==> src/cmsd_pkg.sv <==
// Package for the channel/mode select decoder: widths, table layout, timing.
// Assumes one core clock domain at 250 MHz and active-low async reset.
`default_nettype none
package cmsd_pkg;
    localparam int DATA_W       = 4;
    localparam int FREQ_W       = 3;
    localparam int PROF_W       = 2;
    localparam int CHAN_W       = 4;
    localparam int NUM_PROF     = 4;
    localparam int NUM_BANK_CH  = 8;
    localparam int NUM_CH       = 16;
    localparam int DEV_W        = 16;
    localparam int OFS_W        = 16;
    localparam int CFREQ_W      = 32;
    localparam int SET_IDX_W    = 5;
    localparam int CLK_MHZ      = 250;
    // Synthesizer relock allowance after a channel change
    localparam int LOCK_TIME_US = 10;
    localparam int LOCK_CYC     = LOCK_TIME_US * CLK_MHZ;
    localparam int LOCK_CNT_W   = 13;
    localparam logic [PROF_W-1:0] PROF_A = 2'h0;
    localparam logic [PROF_W-1:0] PROF_B = 2'h1;
    localparam logic [PROF_W-1:0] PROF_C = 2'h2;
    localparam logic [PROF_W-1:0] PROF_D = 2'h3;
    // Software register offsets
    localparam logic [3:0] REG_STATUS = 4'h0;
    localparam logic [3:0] REG_MASK   = 4'h1;
    localparam logic [3:0] REG_CTRL   = 4'h2;
    localparam logic [3:0] REG_SEL    = 4'h3;
    localparam logic [3:0] REG_WADDR  = 4'h4;
    localparam logic [3:0] REG_WDEV   = 4'h5;
    localparam logic [3:0] REG_WOFS   = 4'h6;
    localparam logic [3:0] REG_WCFREQ = 4'h7;
    // Status bits
    localparam int ST_PROF_CHG = 0;
    localparam int ST_CH_CHG   = 1;
    localparam int ST_FAULT    = 2;
    localparam int ST_W        = 3;
    // Control bits
    localparam int CT_ALT_BOARD = 0;
    localparam int CT_SERIAL    = 1;
    localparam int CT_HIGH_RATE = 2;
    localparam int CT_KEY       = 3;
endpackage
`default_nettype wire

==> src/cmsd_if.sv <==
// Parallel select lines from transmitter controller to exciter interface board.
// Lines are plain levels; device synchronises them.
`default_nettype none
interface cmsd_if;
    logic [3:0] data_in;
    logic [1:0] mode_in;
    logic [2:0] freq_in;
    logic       key_in;
    logic       key_ind;
    logic       fault_out;
    modport ctl (output data_in, output mode_in, output freq_in, output key_in,
                 input key_ind, input fault_out);
    modport dev (input data_in, input mode_in, input freq_in, input key_in,
                 output key_ind, output fault_out);
endinterface
`default_nettype wire

==> src/cmsd_device.sv <==
// Exciter end: interface-board remap, profile/channel decode, settings lookup.
// Assumes controller lines are asynchronous to core_clk; one core clock.
// Function
// - Four profiles each with deviation and offset
// - Data lines three and four pick profile
// - Profile change applied live, no relock
// - Controller unkeys in the same cycle as channel change
// - Alternate board: profile D only
// - Controller early pairing: high-rate picks B, else A
// - Only eight channels store profile settings
// - Bank line low selects channels 9-16
// - Deviation and offset settings mirror lower bank
// - Sixteen separate center frequencies
// - Upper bank only in serial mode
// - Data inputs 0-3 drive outputs 1-4
// - Mode0 to profile bit, mode1 to bank
// - Freq inputs 0-2 drive channel bits 0-2
// - Fault unkeys RF output
`default_nettype none
module cmsd_device
    import cmsd_pkg::*;
#(
    parameter int LOCK_CYCLES = LOCK_CYC
) (
    // Clock and reset
    input  wire logic                core_clk,
    input  wire logic                nrst,
    // Controller lines
    cmsd_if.dev                      lnk,
    // Fault sources
    input  wire logic                fault_in,
    // Software port
    input  wire logic [3:0]          sw_addr,
    input  wire logic [31:0]         sw_wdata,
    input  wire logic                sw_wr,
    input  wire logic                sw_rd,
    output logic      [31:0]         sw_rdata,
    // Settings to modulator and synthesizer
    output logic      [DEV_W-1:0]    deviation_out,
    output logic      [OFS_W-1:0]    offset_out,
    output logic      [CFREQ_W-1:0]  center_freq_out,
    output logic                     rf_key_out,
    output logic                     irq
);
    typedef enum logic [2:0] {
        CMSD_IDLE = 3'b001,
        CMSD_LOCK = 3'b010,
        CMSD_ON   = 3'b100
    } cmsd_key_t;

    logic [DATA_W-1:0] data_s1_r, data_s2_r;
    logic [1:0]        mode_s1_r, mode_s2_r;
    logic [FREQ_W-1:0] freq_s1_r, freq_s2_r;
    logic              key_s1_r, key_s2_r, flt_s1_r, flt_s2_r;
    logic [DEV_W-1:0]  dev_mem_r  [NUM_BANK_CH*NUM_PROF];
    logic [OFS_W-1:0]  ofs_mem_r  [NUM_BANK_CH*NUM_PROF];
    logic [CFREQ_W-1:0] cf_mem_r  [NUM_CH];
    logic [SET_IDX_W-1:0] waddr_r;
    logic [ST_W-1:0]   status_r, mask_r;
    logic [3:0]        ctrl_r;
    logic [CHAN_W-1:0] chan_r;
    logic [PROF_W-1:0] prof_r;
    logic [LOCK_CNT_W-1:0] lock_cnt_r;
    cmsd_key_t         key_st_r;
    logic [4:1]        data_int;
    logic              mode_sel1, upper_bank_select_out;
    logic [FREQ_W-1:0] channel_bits;
    logic              channel_bit0_out;
    logic [PROF_W-1:0] prof_req;
    logic [CHAN_W-1:0] chan_req;
    logic              live_profile_switch, ch_chg;

    // Two-flop synchronisers on all controller and fault pins
    always_ff @(posedge core_clk or negedge nrst) begin
        if (!nrst) begin
            data_s1_r <= '0; data_s2_r <= '0;
            mode_s1_r <= 2'h3; mode_s2_r <= 2'h3;
            freq_s1_r <= '0; freq_s2_r <= '0;
            key_s1_r  <= 1'b0; key_s2_r <= 1'b0;
            flt_s1_r  <= 1'b0; flt_s2_r <= 1'b0;
        end else begin
            data_s1_r <= lnk.data_in; data_s2_r <= data_s1_r;
            mode_s1_r <= lnk.mode_in; mode_s2_r <= mode_s1_r;
            freq_s1_r <= lnk.freq_in; freq_s2_r <= freq_s1_r;
            key_s1_r  <= lnk.key_in;  key_s2_r  <= key_s1_r;
            flt_s1_r  <= fault_in;    flt_s2_r  <= flt_s1_r;
        end
    end

    // Interface board remap
    always_comb begin
        data_int              = data_s2_r;
        mode_sel1             = mode_s2_r[0];
        upper_bank_select_out = ~mode_s2_r[1];
        channel_bits          = freq_s2_r;
        channel_bit0_out      = channel_bits[0];
    end

    // Profile from data lines 3 and 4; alternate board forces D
    always_comb begin
        prof_req = ctrl_r[CT_ALT_BOARD] ? PROF_D : data_int[4:3];
        chan_req = {upper_bank_select_out, channel_bits[2:1], channel_bit0_out};
        live_profile_switch = (prof_req != prof_r) && (chan_req == chan_r);
        ch_chg   = (chan_req != chan_r);
    end

    function automatic logic [SET_IDX_W-1:0] set_idx(input logic [CHAN_W-1:0] ch,
                                                     input logic [PROF_W-1:0] pr);
        set_idx = {ch[2:0], pr};
    endfunction

    always_ff @(posedge core_clk or negedge nrst) begin
        if (!nrst) begin
            chan_r <= '0;
            prof_r <= PROF_A;
        end else begin
            chan_r <= chan_req;
            prof_r <= prof_req;
        end
    end

    // Key control: channel change forces relock wait, profile change does not
    always_ff @(posedge core_clk or negedge nrst) begin
        if (!nrst) begin
            key_st_r   <= CMSD_LOCK;
            lock_cnt_r <= '0;
        end else begin
            case (key_st_r)
                CMSD_IDLE: if (ch_chg) begin
                    key_st_r   <= CMSD_LOCK;
                    lock_cnt_r <= '0;
                end else if (key_s2_r && !flt_s2_r && ctrl_r[CT_KEY]) begin
                    key_st_r <= CMSD_ON;
                end
                CMSD_LOCK: if (ch_chg) begin
                    lock_cnt_r <= '0;
                end else if (lock_cnt_r == LOCK_CNT_W'(LOCK_CYCLES - 1)) begin
                    key_st_r <= CMSD_IDLE;
                end else begin
                    lock_cnt_r <= lock_cnt_r + 1'b1;
                end
                CMSD_ON: if (ch_chg) begin
                    key_st_r   <= CMSD_LOCK;
                    lock_cnt_r <= '0;
                end else if (flt_s2_r || !key_s2_r || !ctrl_r[CT_KEY]) begin
                    key_st_r <= CMSD_IDLE;
                end
                default: key_st_r <= CMSD_LOCK;
            endcase
        end
    end

    // Output settings, profile swaps land without touching the key
    always_ff @(posedge core_clk or negedge nrst) begin
        if (!nrst) begin
            deviation_out   <= '0;
            offset_out      <= '0;
            center_freq_out <= '0;
            rf_key_out      <= 1'b0;
            lnk.key_ind     <= 1'b0;
            lnk.fault_out   <= 1'b0;
        end else begin
            deviation_out   <= dev_mem_r[set_idx(chan_r, prof_r)];
            offset_out      <= ofs_mem_r[set_idx(chan_r, prof_r)];
            center_freq_out <= cf_mem_r[chan_r];
            rf_key_out      <= (key_st_r == CMSD_ON) && !flt_s2_r;
            lnk.key_ind     <= (key_st_r == CMSD_ON) && !flt_s2_r;
            lnk.fault_out   <= flt_s2_r;
        end
    end

    // Settings storage written by software
    always_ff @(posedge core_clk or negedge nrst) begin
        if (!nrst) begin
            waddr_r <= '0;
            for (int i = 0; i < NUM_BANK_CH*NUM_PROF; i++) begin
                dev_mem_r[i] <= '0;
                ofs_mem_r[i] <= '0;
            end
            for (int i = 0; i < NUM_CH; i++) cf_mem_r[i] <= '0;
        end else if (sw_wr) begin
            case (sw_addr)
                REG_WADDR:  waddr_r <= sw_wdata[SET_IDX_W-1:0];
                REG_WDEV:   dev_mem_r[waddr_r] <= sw_wdata[DEV_W-1:0];
                REG_WOFS:   ofs_mem_r[waddr_r] <= sw_wdata[OFS_W-1:0];
                REG_WCFREQ: cf_mem_r[waddr_r[CHAN_W-1:0]] <= sw_wdata;
                default: ;
            endcase
        end
    end

    always_ff @(posedge core_clk or negedge nrst) begin
        if (!nrst) begin
            ctrl_r <= '0;
            mask_r <= '0;
        end else if (sw_wr) begin
            if (sw_addr == REG_CTRL) ctrl_r <= sw_wdata[3:0];
            if (sw_addr == REG_MASK) mask_r <= sw_wdata[ST_W-1:0];
        end
    end

    // Sticky status: a new event wins over a same-cycle clear
    always_ff @(posedge core_clk or negedge nrst) begin
        if (!nrst) begin
            status_r <= '0;
        end else begin
            status_r <= (status_r & ~((sw_wr && sw_addr == REG_STATUS)
                                      ? sw_wdata[ST_W-1:0] : '0))
                        | {flt_s2_r, ch_chg, live_profile_switch};
        end
    end

    always_ff @(posedge core_clk or negedge nrst) begin
        if (!nrst) begin
            irq      <= 1'b0;
            sw_rdata <= '0;
        end else begin
            irq <= |(status_r & mask_r);
            if (sw_rd) begin
                case (sw_addr)
                    REG_STATUS: sw_rdata <= 32'(status_r);
                    REG_MASK:   sw_rdata <= 32'(mask_r);
                    REG_CTRL:   sw_rdata <= 32'(ctrl_r);
                    REG_SEL:    sw_rdata <= 32'({mode_sel1, key_st_r, prof_r, chan_r});
                    REG_WADDR:  sw_rdata <= 32'(waddr_r);
                    default:    sw_rdata <= '0;
                endcase
            end else begin
                sw_rdata <= '0;
            end
        end
    end
endmodule
`default_nettype wire

==> src/flat_wrapper.sv <==
// flat-port wrapper written by rule: the top's interface ports become plain ports
module cmsd_device_flat import cmsd_pkg::*;
#(
    parameter int LOCK_CYCLES = LOCK_CYC
)
  (core_clk, nrst, fault_in, sw_addr, sw_wdata, sw_wr, sw_rd, sw_rdata, deviation_out, offset_out, center_freq_out, rf_key_out, irq, lnk_data_in, lnk_mode_in, lnk_freq_in, lnk_key_in, lnk_key_ind, lnk_fault_out);
  cmsd_if lnk_i ();
  input  wire logic core_clk;
  input  wire logic nrst;
  input  wire logic fault_in;
  input  wire logic [3:0] sw_addr;
  input  wire logic [31:0] sw_wdata;
  input  wire logic sw_wr;
  input  wire logic sw_rd;
  output logic      [31:0] sw_rdata;
  output logic      [DEV_W-1:0] deviation_out;
  output logic      [OFS_W-1:0] offset_out;
  output logic      [CFREQ_W-1:0] center_freq_out;
  output logic rf_key_out;
  output logic irq;
  input wire logic [$bits(lnk_i.data_in)-1:0] lnk_data_in;
  input wire logic [$bits(lnk_i.mode_in)-1:0] lnk_mode_in;
  input wire logic [$bits(lnk_i.freq_in)-1:0] lnk_freq_in;
  input wire logic [$bits(lnk_i.key_in)-1:0] lnk_key_in;
  output wire logic [$bits(lnk_i.key_ind)-1:0] lnk_key_ind;
  output wire logic [$bits(lnk_i.fault_out)-1:0] lnk_fault_out;
  assign lnk_i.data_in = lnk_data_in;
  assign lnk_i.mode_in = lnk_mode_in;
  assign lnk_i.freq_in = lnk_freq_in;
  assign lnk_i.key_in = lnk_key_in;
  assign lnk_key_ind = lnk_i.key_ind;
  assign lnk_fault_out = lnk_i.fault_out;
  cmsd_device #(.LOCK_CYCLES(LOCK_CYCLES)) u_core (.core_clk(core_clk), .nrst(nrst), .lnk(lnk_i), .fault_in(fault_in), .sw_addr(sw_addr), .sw_wdata(sw_wdata), .sw_wr(sw_wr), .sw_rd(sw_rd), .sw_rdata(sw_rdata), .deviation_out(deviation_out), .offset_out(offset_out), .center_freq_out(center_freq_out), .rf_key_out(rf_key_out), .irq(irq));
endmodule
==> config.mk <==
export PLATFORM = sky130hd
export DESIGN_NAME = cmsd_device_flat
export DESIGN_NICKNAME = d
export VERILOG_FILES = /design/src/cmsd_pkg.sv /design/src/cmsd_if.sv /design/src/cmsd_device.sv /design/src/flat_wrapper.sv
export SDC_FILE = /design/constraint.sdc
export NUM_CORES = 2
export LEC_CHECK = 0
export BUFFER_PORTS_ARGS = -buffer_cell sky130_fd_sc_hd__buf_4
export CAP_MARGIN = 0
export CORE_ASPECT_RATIO = 0.6
export CORE_MARGIN = 2
export CORE_UTILIZATION = 63
export CTS_BUF_LIST = sky130_fd_sc_hd__clkbuf_16
export CTS_CLUSTER_SIZE = 12
export DETAILED_ROUTE_END_ITERATION = 8
export GPL_TIMING_DRIVEN = 0
export MAX_ROUTING_LAYER = met4
export PLACE_DENSITY = 0.86
export REMOVE_ABC_BUFFERS = 1
export SLEW_MARGIN = 20
export SYNTH_ARGS = -nofsm -noshare
export SYNTH_HDL_FRONTEND = slang
export SYNTH_SLANG_ARGS = --single-unit
==> constraint.sdc <==
create_clock -name core_clk -period 2.38 [get_ports core_clk]
set_clock_uncertainty 0.1 [all_clocks]
set_input_delay 0.119 -clock core_clk [delete_from_list [all_inputs] [get_ports core_clk]]
set_output_delay 0.119 -clock core_clk [all_outputs]
set_load 0.01 [all_outputs]
# Word-level counts from Yosys, hierarchy flattened
# Cells that the tools add are included.
[totals]
register_bits = 1672
inputBits = 51
out_inout_bits = 100
word_cells = 196
[op_classes]
addsub = 1
magnitude_cmp = 6
eq_ne = 20
n_mux = 31
bitwise = 9
n_reduce_logical = 24
[op_table]
columns = ["cell", "n"]
rows = [
  ["bitwise mux 512 bit", 3],
  ["binary-select mux 16 bit (select 5 bit)", 2],
  ["binary-select mux 32 bit (select 4 bit)", 1],
  ["demux 32 bit (select 4 bit)", 1],
  ["2-to-1 mux 32 bit", 3],
  ["demux 16 bit (select 5 bit)", 1],
  ["2-to-1 mux 16 bit", 5],
  ["case mux 10 bit (5 select lines)", 1],
  ["2-to-1 mux 13 bit", 3],
  ["case mux 13 bit (2 select lines)", 1],
  ["2-to-1 mux 3 bit", 7],
  ["equality test 4 x 3 -> 1 bit, second input constant", 4],
  ["adder 13 x 1 -> 13 bit, second input constant", 1],
  ["equality test 13 x 12 -> 1 bit, second input constant", 1],
  [">= comparator 6 bit, second input constant", 2],
  ["inverter 5 -> 6 bit", 2],
  ["AND reduction 2 bit", 6],
  [">= comparator 5 bit, second input constant", 2],
  ["2-to-1 mux 10 bit", 1],
  ["inverter 4 -> 5 bit", 2],
  ["case mux 3 bit (3 select lines)", 1],
  ["equality test 4 x 2 -> 1 bit, second input constant", 2],
  ["logical AND 1 bit", 7],
  ["AND 3 bit", 2],
  ["other kinds (25)", 30],
]

# Longest topological paths before layout
[logic_depth]
ltp_word = 6
depth_mapped = 8
depth_no_buf = 5

# Least setup slack after synthesis
# OpenSTA, ideal clock, no wires.
[synth_timing]
kind = "register -> register"
from = "register u_core.chan_r[1]"
to = "register u_core.center_freq_out[0]"
setup_time_ns = 0.138
arrival_time_ns = 1.952
required_time_ns = 2.142
path_slack_ns = 0.190
path_stages_with_launch = 6
path_buffers = 3
period_less_slack_ns = 2.190
path_cell_list = "dfrtp_1 > clkbuf_1 > buf_2 > clkbuf_1 > mux4_2 > mux4_2"
[synth_via]
elab_chain_cells = 4
[synth_lines]
columns = ["element", "line", "source"]
rows = [
  ["start: declaration", "cmsd_device.sv:61", "logic [CHAN_W-1:0] chan_r;"],
  ["start signal: assignment", "cmsd_device.sv:117", "chan_r <= chan_req;"],
  ["inverter 4 -> 5 bit (implied by the code)", "cmsd_device.sv:165", "center_freq_out <= cf_mem_r[chan_r];"],
  ["binary-select mux 32 bit (select 4 bit)", "cmsd_device.sv:165", ""],
  ["2-to-1 mux 32 bit (implied by the code) (2 in a row)", "cmsd_device.sv:165", ""],
  ["end signal: assignment", "cmsd_device.sv:165", ""],
  ["end: declaration", "cmsd_device.sv:41", "output logic [CFREQ_W-1:0] center_freq_out,"],
]
# Every way passes these cells. The select of a mux whose other input is x is not followed.
# A chain may end at the register's enable or synchronous reset.

# Worst setup path after layout
[layout_timing]
from = "register u_core.prof_r[0]"
to = "register u_core.deviation_out[7]"
[layout_via]
elab_chain_cells = 4
[layout_lines]
columns = ["element", "line", "source"]
rows = [
  ["start: declaration", "cmsd_device.sv:62", "logic [PROF_W-1:0] prof_r;"],
  ["start signal: assignment", "cmsd_device.sv:118", "prof_r <= prof_req;"],
  ["inverter 5 -> 6 bit (implied by the code)", "cmsd_device.sv:163", "deviation_out <= dev_mem_r[set_idx(chan_r, prof_r)];"],
  ["binary-select mux 16 bit (select 5 bit)", "cmsd_device.sv:163", ""],
  ["2-to-1 mux 16 bit (implied by the code) (2 in a row)", "cmsd_device.sv:163", ""],
  ["end signal: assignment", "cmsd_device.sv:163", ""],
  ["end: declaration", "cmsd_device.sv:39", "output logic [DEV_W-1:0] deviation_out,"],
]
# Every way passes these cells. The select of a mux whose other input is x is not followed.

==> out/summary.md <==
- 0 — warnings from Yosys
- sky130_fd_sc_hd__o22ai_1 — Slowest cell on crit path
- flop — nature of the critical path startpoint
- 126 — Port-buffer cells
- 1663 x sky130_fd_sc_hd__dfrtp_1, 1540 x sky130_fd_sc_hd__mux2_2, 419 x sky130_fd_sc_hd__mux4_2 — commonest cells in the synthesized netlist
- compound AO/OA/AOI/OAI gates — cell family contributing the most delay on the critical path
- 2.733 ns — Min Clock Period, post-route
- yes — CTS tree
- 96 — Std-Cell Rows
- 228800 um — final wirelength
- 1.168 ns — transition at the pin with the smallest max-transition slack
- 623 — count of endpoints failing setup in the final report
- 316300 um — wire length of the first global-routing pass
- 16990 uW — net switching power of the design
- flop — endpoint kind of the worst setup timing path
- 0.0008346 V — Worst VDD drop
- 119400 um^2 — Die Area
- 106300 um — dpl hpwl
- 4 — count of buffer and inverter cells on the critical path
- 6129 — number of DRC violations after detailed-routing iteration 0
- 0.5975 — fraction of final layout cells sized beyond drive strength 1
- 2.90 ns — CP required
- 0.5683 — sequential cell area fraction in the yosys report
- 0.77 ns — slowest stage delay, CP
- 0 — EDFF count, synth
- 0 — reported max-cap violation count
- 0.7570 — Final Core Density
- -0.7728 ns — post-route worst hold slack
- sky130_fd_sc_hd__dfrtp_1 57%, sky130_fd_sc_hd__mux2_2 24%, sky130_fd_sc_hd__mux4_2 13% — biggest area contributors in the synthesized netlist
- 153 — maximum number of pins on one net before global-route repair
- 0 — Congestion Overflow GR
- 0.8038 — final estimated routing congestion in global placement
- sky130_fd_sc_hd__dfrtp_1 — cell type with the largest total area after synthesis
- 115000 um^2 — placeable core region
- 365.9 MHz — maximum clock frequency
- sky130_fd_sc_hd__dfrtp_1 — commonest register cell after synthesis
- 0.140 — combinational share of power
- 0.82 ns — Skew-Pair Late Insertion Delay
- 4 — CTS H-Tree Depth
- 268.5 um — vertical extent of the die
- 62 — Cell variety after synth
- buf_16 > buf_16 > buf_12 > buf_4 > mux4_2 > o22ai_1 > nor4_4 — series of cell instances along the critical path
- 5648 — filler instances
- 0.04188 uW — Leakage Power
- 1668 — total clock sinks
- 158 — Num CTS Buffers
- 7 — maximum fanout along the worst path
- 151 — number of I/O pins
- 18.46% — synthesis-to-finish area growth
- 1.000 — async set or reset register ratio after synthesis
- 36.19 um — routed length per instance
- true — unrepaired setup endpoints after global routing
- 87020 um^2 — post-route design area
- 3 — clock buffer depth
- 0 — DRC violations left
- 4500 — cells after synthesis
- 0.06 ns — Clock transition at path regs
- 4810 — # nets final
- 0.3716 — total global-route track usage
- flop to flop — WS Path Type
- 46350 — total via count after detailed routing
- 0.5665 — fraction of post-synthesis cell area in the top cell type by area
- 1.148 — share of the cycle needed by the critical path after routing
- 384 — endpoints failing hold
- input port to asynchronous set/reset pin — class of the tightest hold or removal check
- -0.3531 ns — crit path setup slack, layout
- 0 — Max Slew Vio Count
- 6 — number of antenna violations at the first check in global routing
- 31680 um^2 — multi-input gate area in the final layout
- 3.25 ns — Crit path arrival time
- 41790 um^2 — sequential cell area
- 1668 — synthesis-stage register bit count
- 0.497 — Flop pwr share
- 46870 uW — cell-internal power
- 6 — number of detailed-route iterations in the first pass
- sky130_fd_sc_hd__dfrtp_1 — most repeated cell in the gate-level netlist after synthesis
- 0 — antenna-violating nets left
- 16.32 um^2 — average cell area after synthesis
- hold timing, setup timing — failing checks
- 0.2213 — worst slew margin relative to its limit
- 76170 um^2 — cell area after placement
- finished, violations left — result of the run
- sky130_fd_sc_hd__clkbuf_16 — buffer cell driving the clock tree root
- 73460 um^2 — synthesized cell area
- 0.363 — power share of the clock group
- 444.8 um — chip width
- 0.6390 — starting density of the core
- 7.331 — vias per cell
- 0.2660 — switching share of power
- 733.9 nW/um^2 — Power per Cell Area
- sky130_fd_sc_hd__buf_16 — most common cell type on the critical path
- 47890 — vias in the first global route
[worst paths after layout]
| path | slack, ns | depth (start not counted) | endpoint | from |
|---|---|---|---|---|
| max | -0.35 | 7 | u_core.deviation_out[7] | u_core.prof_r[0] |
| min | -0.77 | 1 | u_core.cf_mem_r[500] | nrst |
| max reg2reg | -0.35 | 7 | u_core.deviation_out[7] | u_core.prof_r[0] |
| min reg2reg | 0.25 | 0 | u_core.channel_bits[1] | u_core.freq_s1_r[1] |
| max in group asynchronous | 0.46 | 5 | u_core.dev_mem_r[227] | nrst |
| min in group core_clk | 0.04 | 2 | u_core.dev_mem_r[348] | sw_wdata[12] |
[kinds of logic after synthesis]
family / after synthesis / synth area share
mux: 1968 / 0.3659
xor+xnor: 7 / 0.0008346
simple gates: 240 / 0.02020
buf+inv: 450 / 0.02979
flops: 1668 / 0.5683
fa+ha+maj: 2 / 0.0003066
other cells: 1 / 0.00005105
compound gates: 164 / 0.01460
[placed cells by master, fill, tap and decap left out, types with 43 or more instances in the layout]
master                          synthesis  final
sky130_fd_sc_hd__dlygate4sd3_1          0     54
sky130_fd_sc_hd__buf_4                 39    236
sky130_fd_sc_hd__dfrtp_1             1663   1652
sky130_fd_sc_hd__mux4_2               419    419
sky130_fd_sc_hd__mux2_4                 0     56
sky130_fd_sc_hd__buf_12                 0     75
sky130_fd_sc_hd__o22ai_1              129     43
sky130_fd_sc_hd__o22ai_2                0     50
sky130_fd_sc_hd__mux2_2              1540   1488
sky130_fd_sc_hd__clkbuf_16              0    174
sky130_fd_sc_hd__nor2_4                 0     43
sky130_fd_sc_hd__buf_16                 0     76
[power by group through the flow]
stage / logic (uW) / registers (uW) / clock network, uW
2_1_floorplan: 3740 / 31900 / 0
3_3_place_gp: 5630 / 32400 / 0
3_5_place_dp: 6500 / 31900 / 0
4_1_cts: 8180 / 31400 / 22800
5_1_grt: 9330 / 31800 / 24300
6_report: 8970 / 31700 / 23200
[worst reg2reg max path, delay by kind of cell (launching register included)]
kind | cells | cell delay, ns
compound gates | 1 | 0.77
buf+inv | 4 | 0.59
flops | 1 | 0.44
mux | 1 | 0.54
simple gates | 1 | 0.11
[cell type report]
type                    count  area share
multi-input cells        2403      0.3640
inverters                   6   0.0002588
well taps                1519     0.02184
clock buffers             162     0.04659
diodes                      6   0.0001725
repair buffers            521     0.08391
flip-flops and latches   1668      0.4802
clock inverters            37    0.003019
[layer usage]
| layer | vias to the layer above | share of wire | track usage | wire, um |
|---|---|---|---|---|
| li1 | 17250 | - | - | - |
| met1 | 24420 | 0.36 | 0.4967 | 83150 |
| met2 | 3628 | 0.46 | 0.5425 | 104600 |
| met3 | 1046 | 0.12 | 0.1055 | 27480 |
| met4 | 0 | 0.059 | 0.1561 | 13530 |
| met5 | - | 0 | - | 0 |
[flip-flops by register name, summed over array words and instances (netlist names), 3 cells and up]
| signal | cells |
|---|---|
| u_core.waddr_r | 5 |
| u_core.status_r | 3 |
| u_core.center_freq_out | 32 |
| u_core.ctrl_r | 4 |
| u_core.dev_mem_r | 512 |
| u_core.cf_mem_r | 512 |
| u_core.lock_cnt_r | 13 |
| u_core.ofs_mem_r | 512 |
| u_core.deviation_out | 16 |
| u_core.mask_r | 3 |
| u_core.freq_s1_r | 3 |
| u_core.offset_out | 16 |
| u_core.chan_r | 4 |
| u_core.key_st_r | 3 |
| u_core.channel_bits | 3 |
| u_core.sw_rdata | 10 |
[through the flow]
stage | hold WS, ns | total power (uW) | std cells | setup TNS, ns | worst slack [ns]
after floorplan | -0.2766 | 35650 | 4077 | -772.97 | -8.690
after global placement | 0.1276 | 37980 | 5722 | - | -18.85
after detailed placement | 0.08494 | 38390 | 5804 | -1817.62 | -1.595
after CTS | -0.7474 | 62350 | 6263 | -20.33 | -0.1924
after global routing | -0.7133 | 65450 | 6321 | -24.82 | -0.3054
final | -0.7728 | 63860 | 6322 | -31.86 | -0.3531
[repair_timing]
item,CTS,global route
setup endpoints to repair,1763,1428
pin swaps,95,40
hold buffers,50,6
buffers inserted,172,40
resized for setup,308,161
endpoints found under the hold margin,786,296
cloned,41,9
Note: power is estimated with default switching activity, not from simulation.
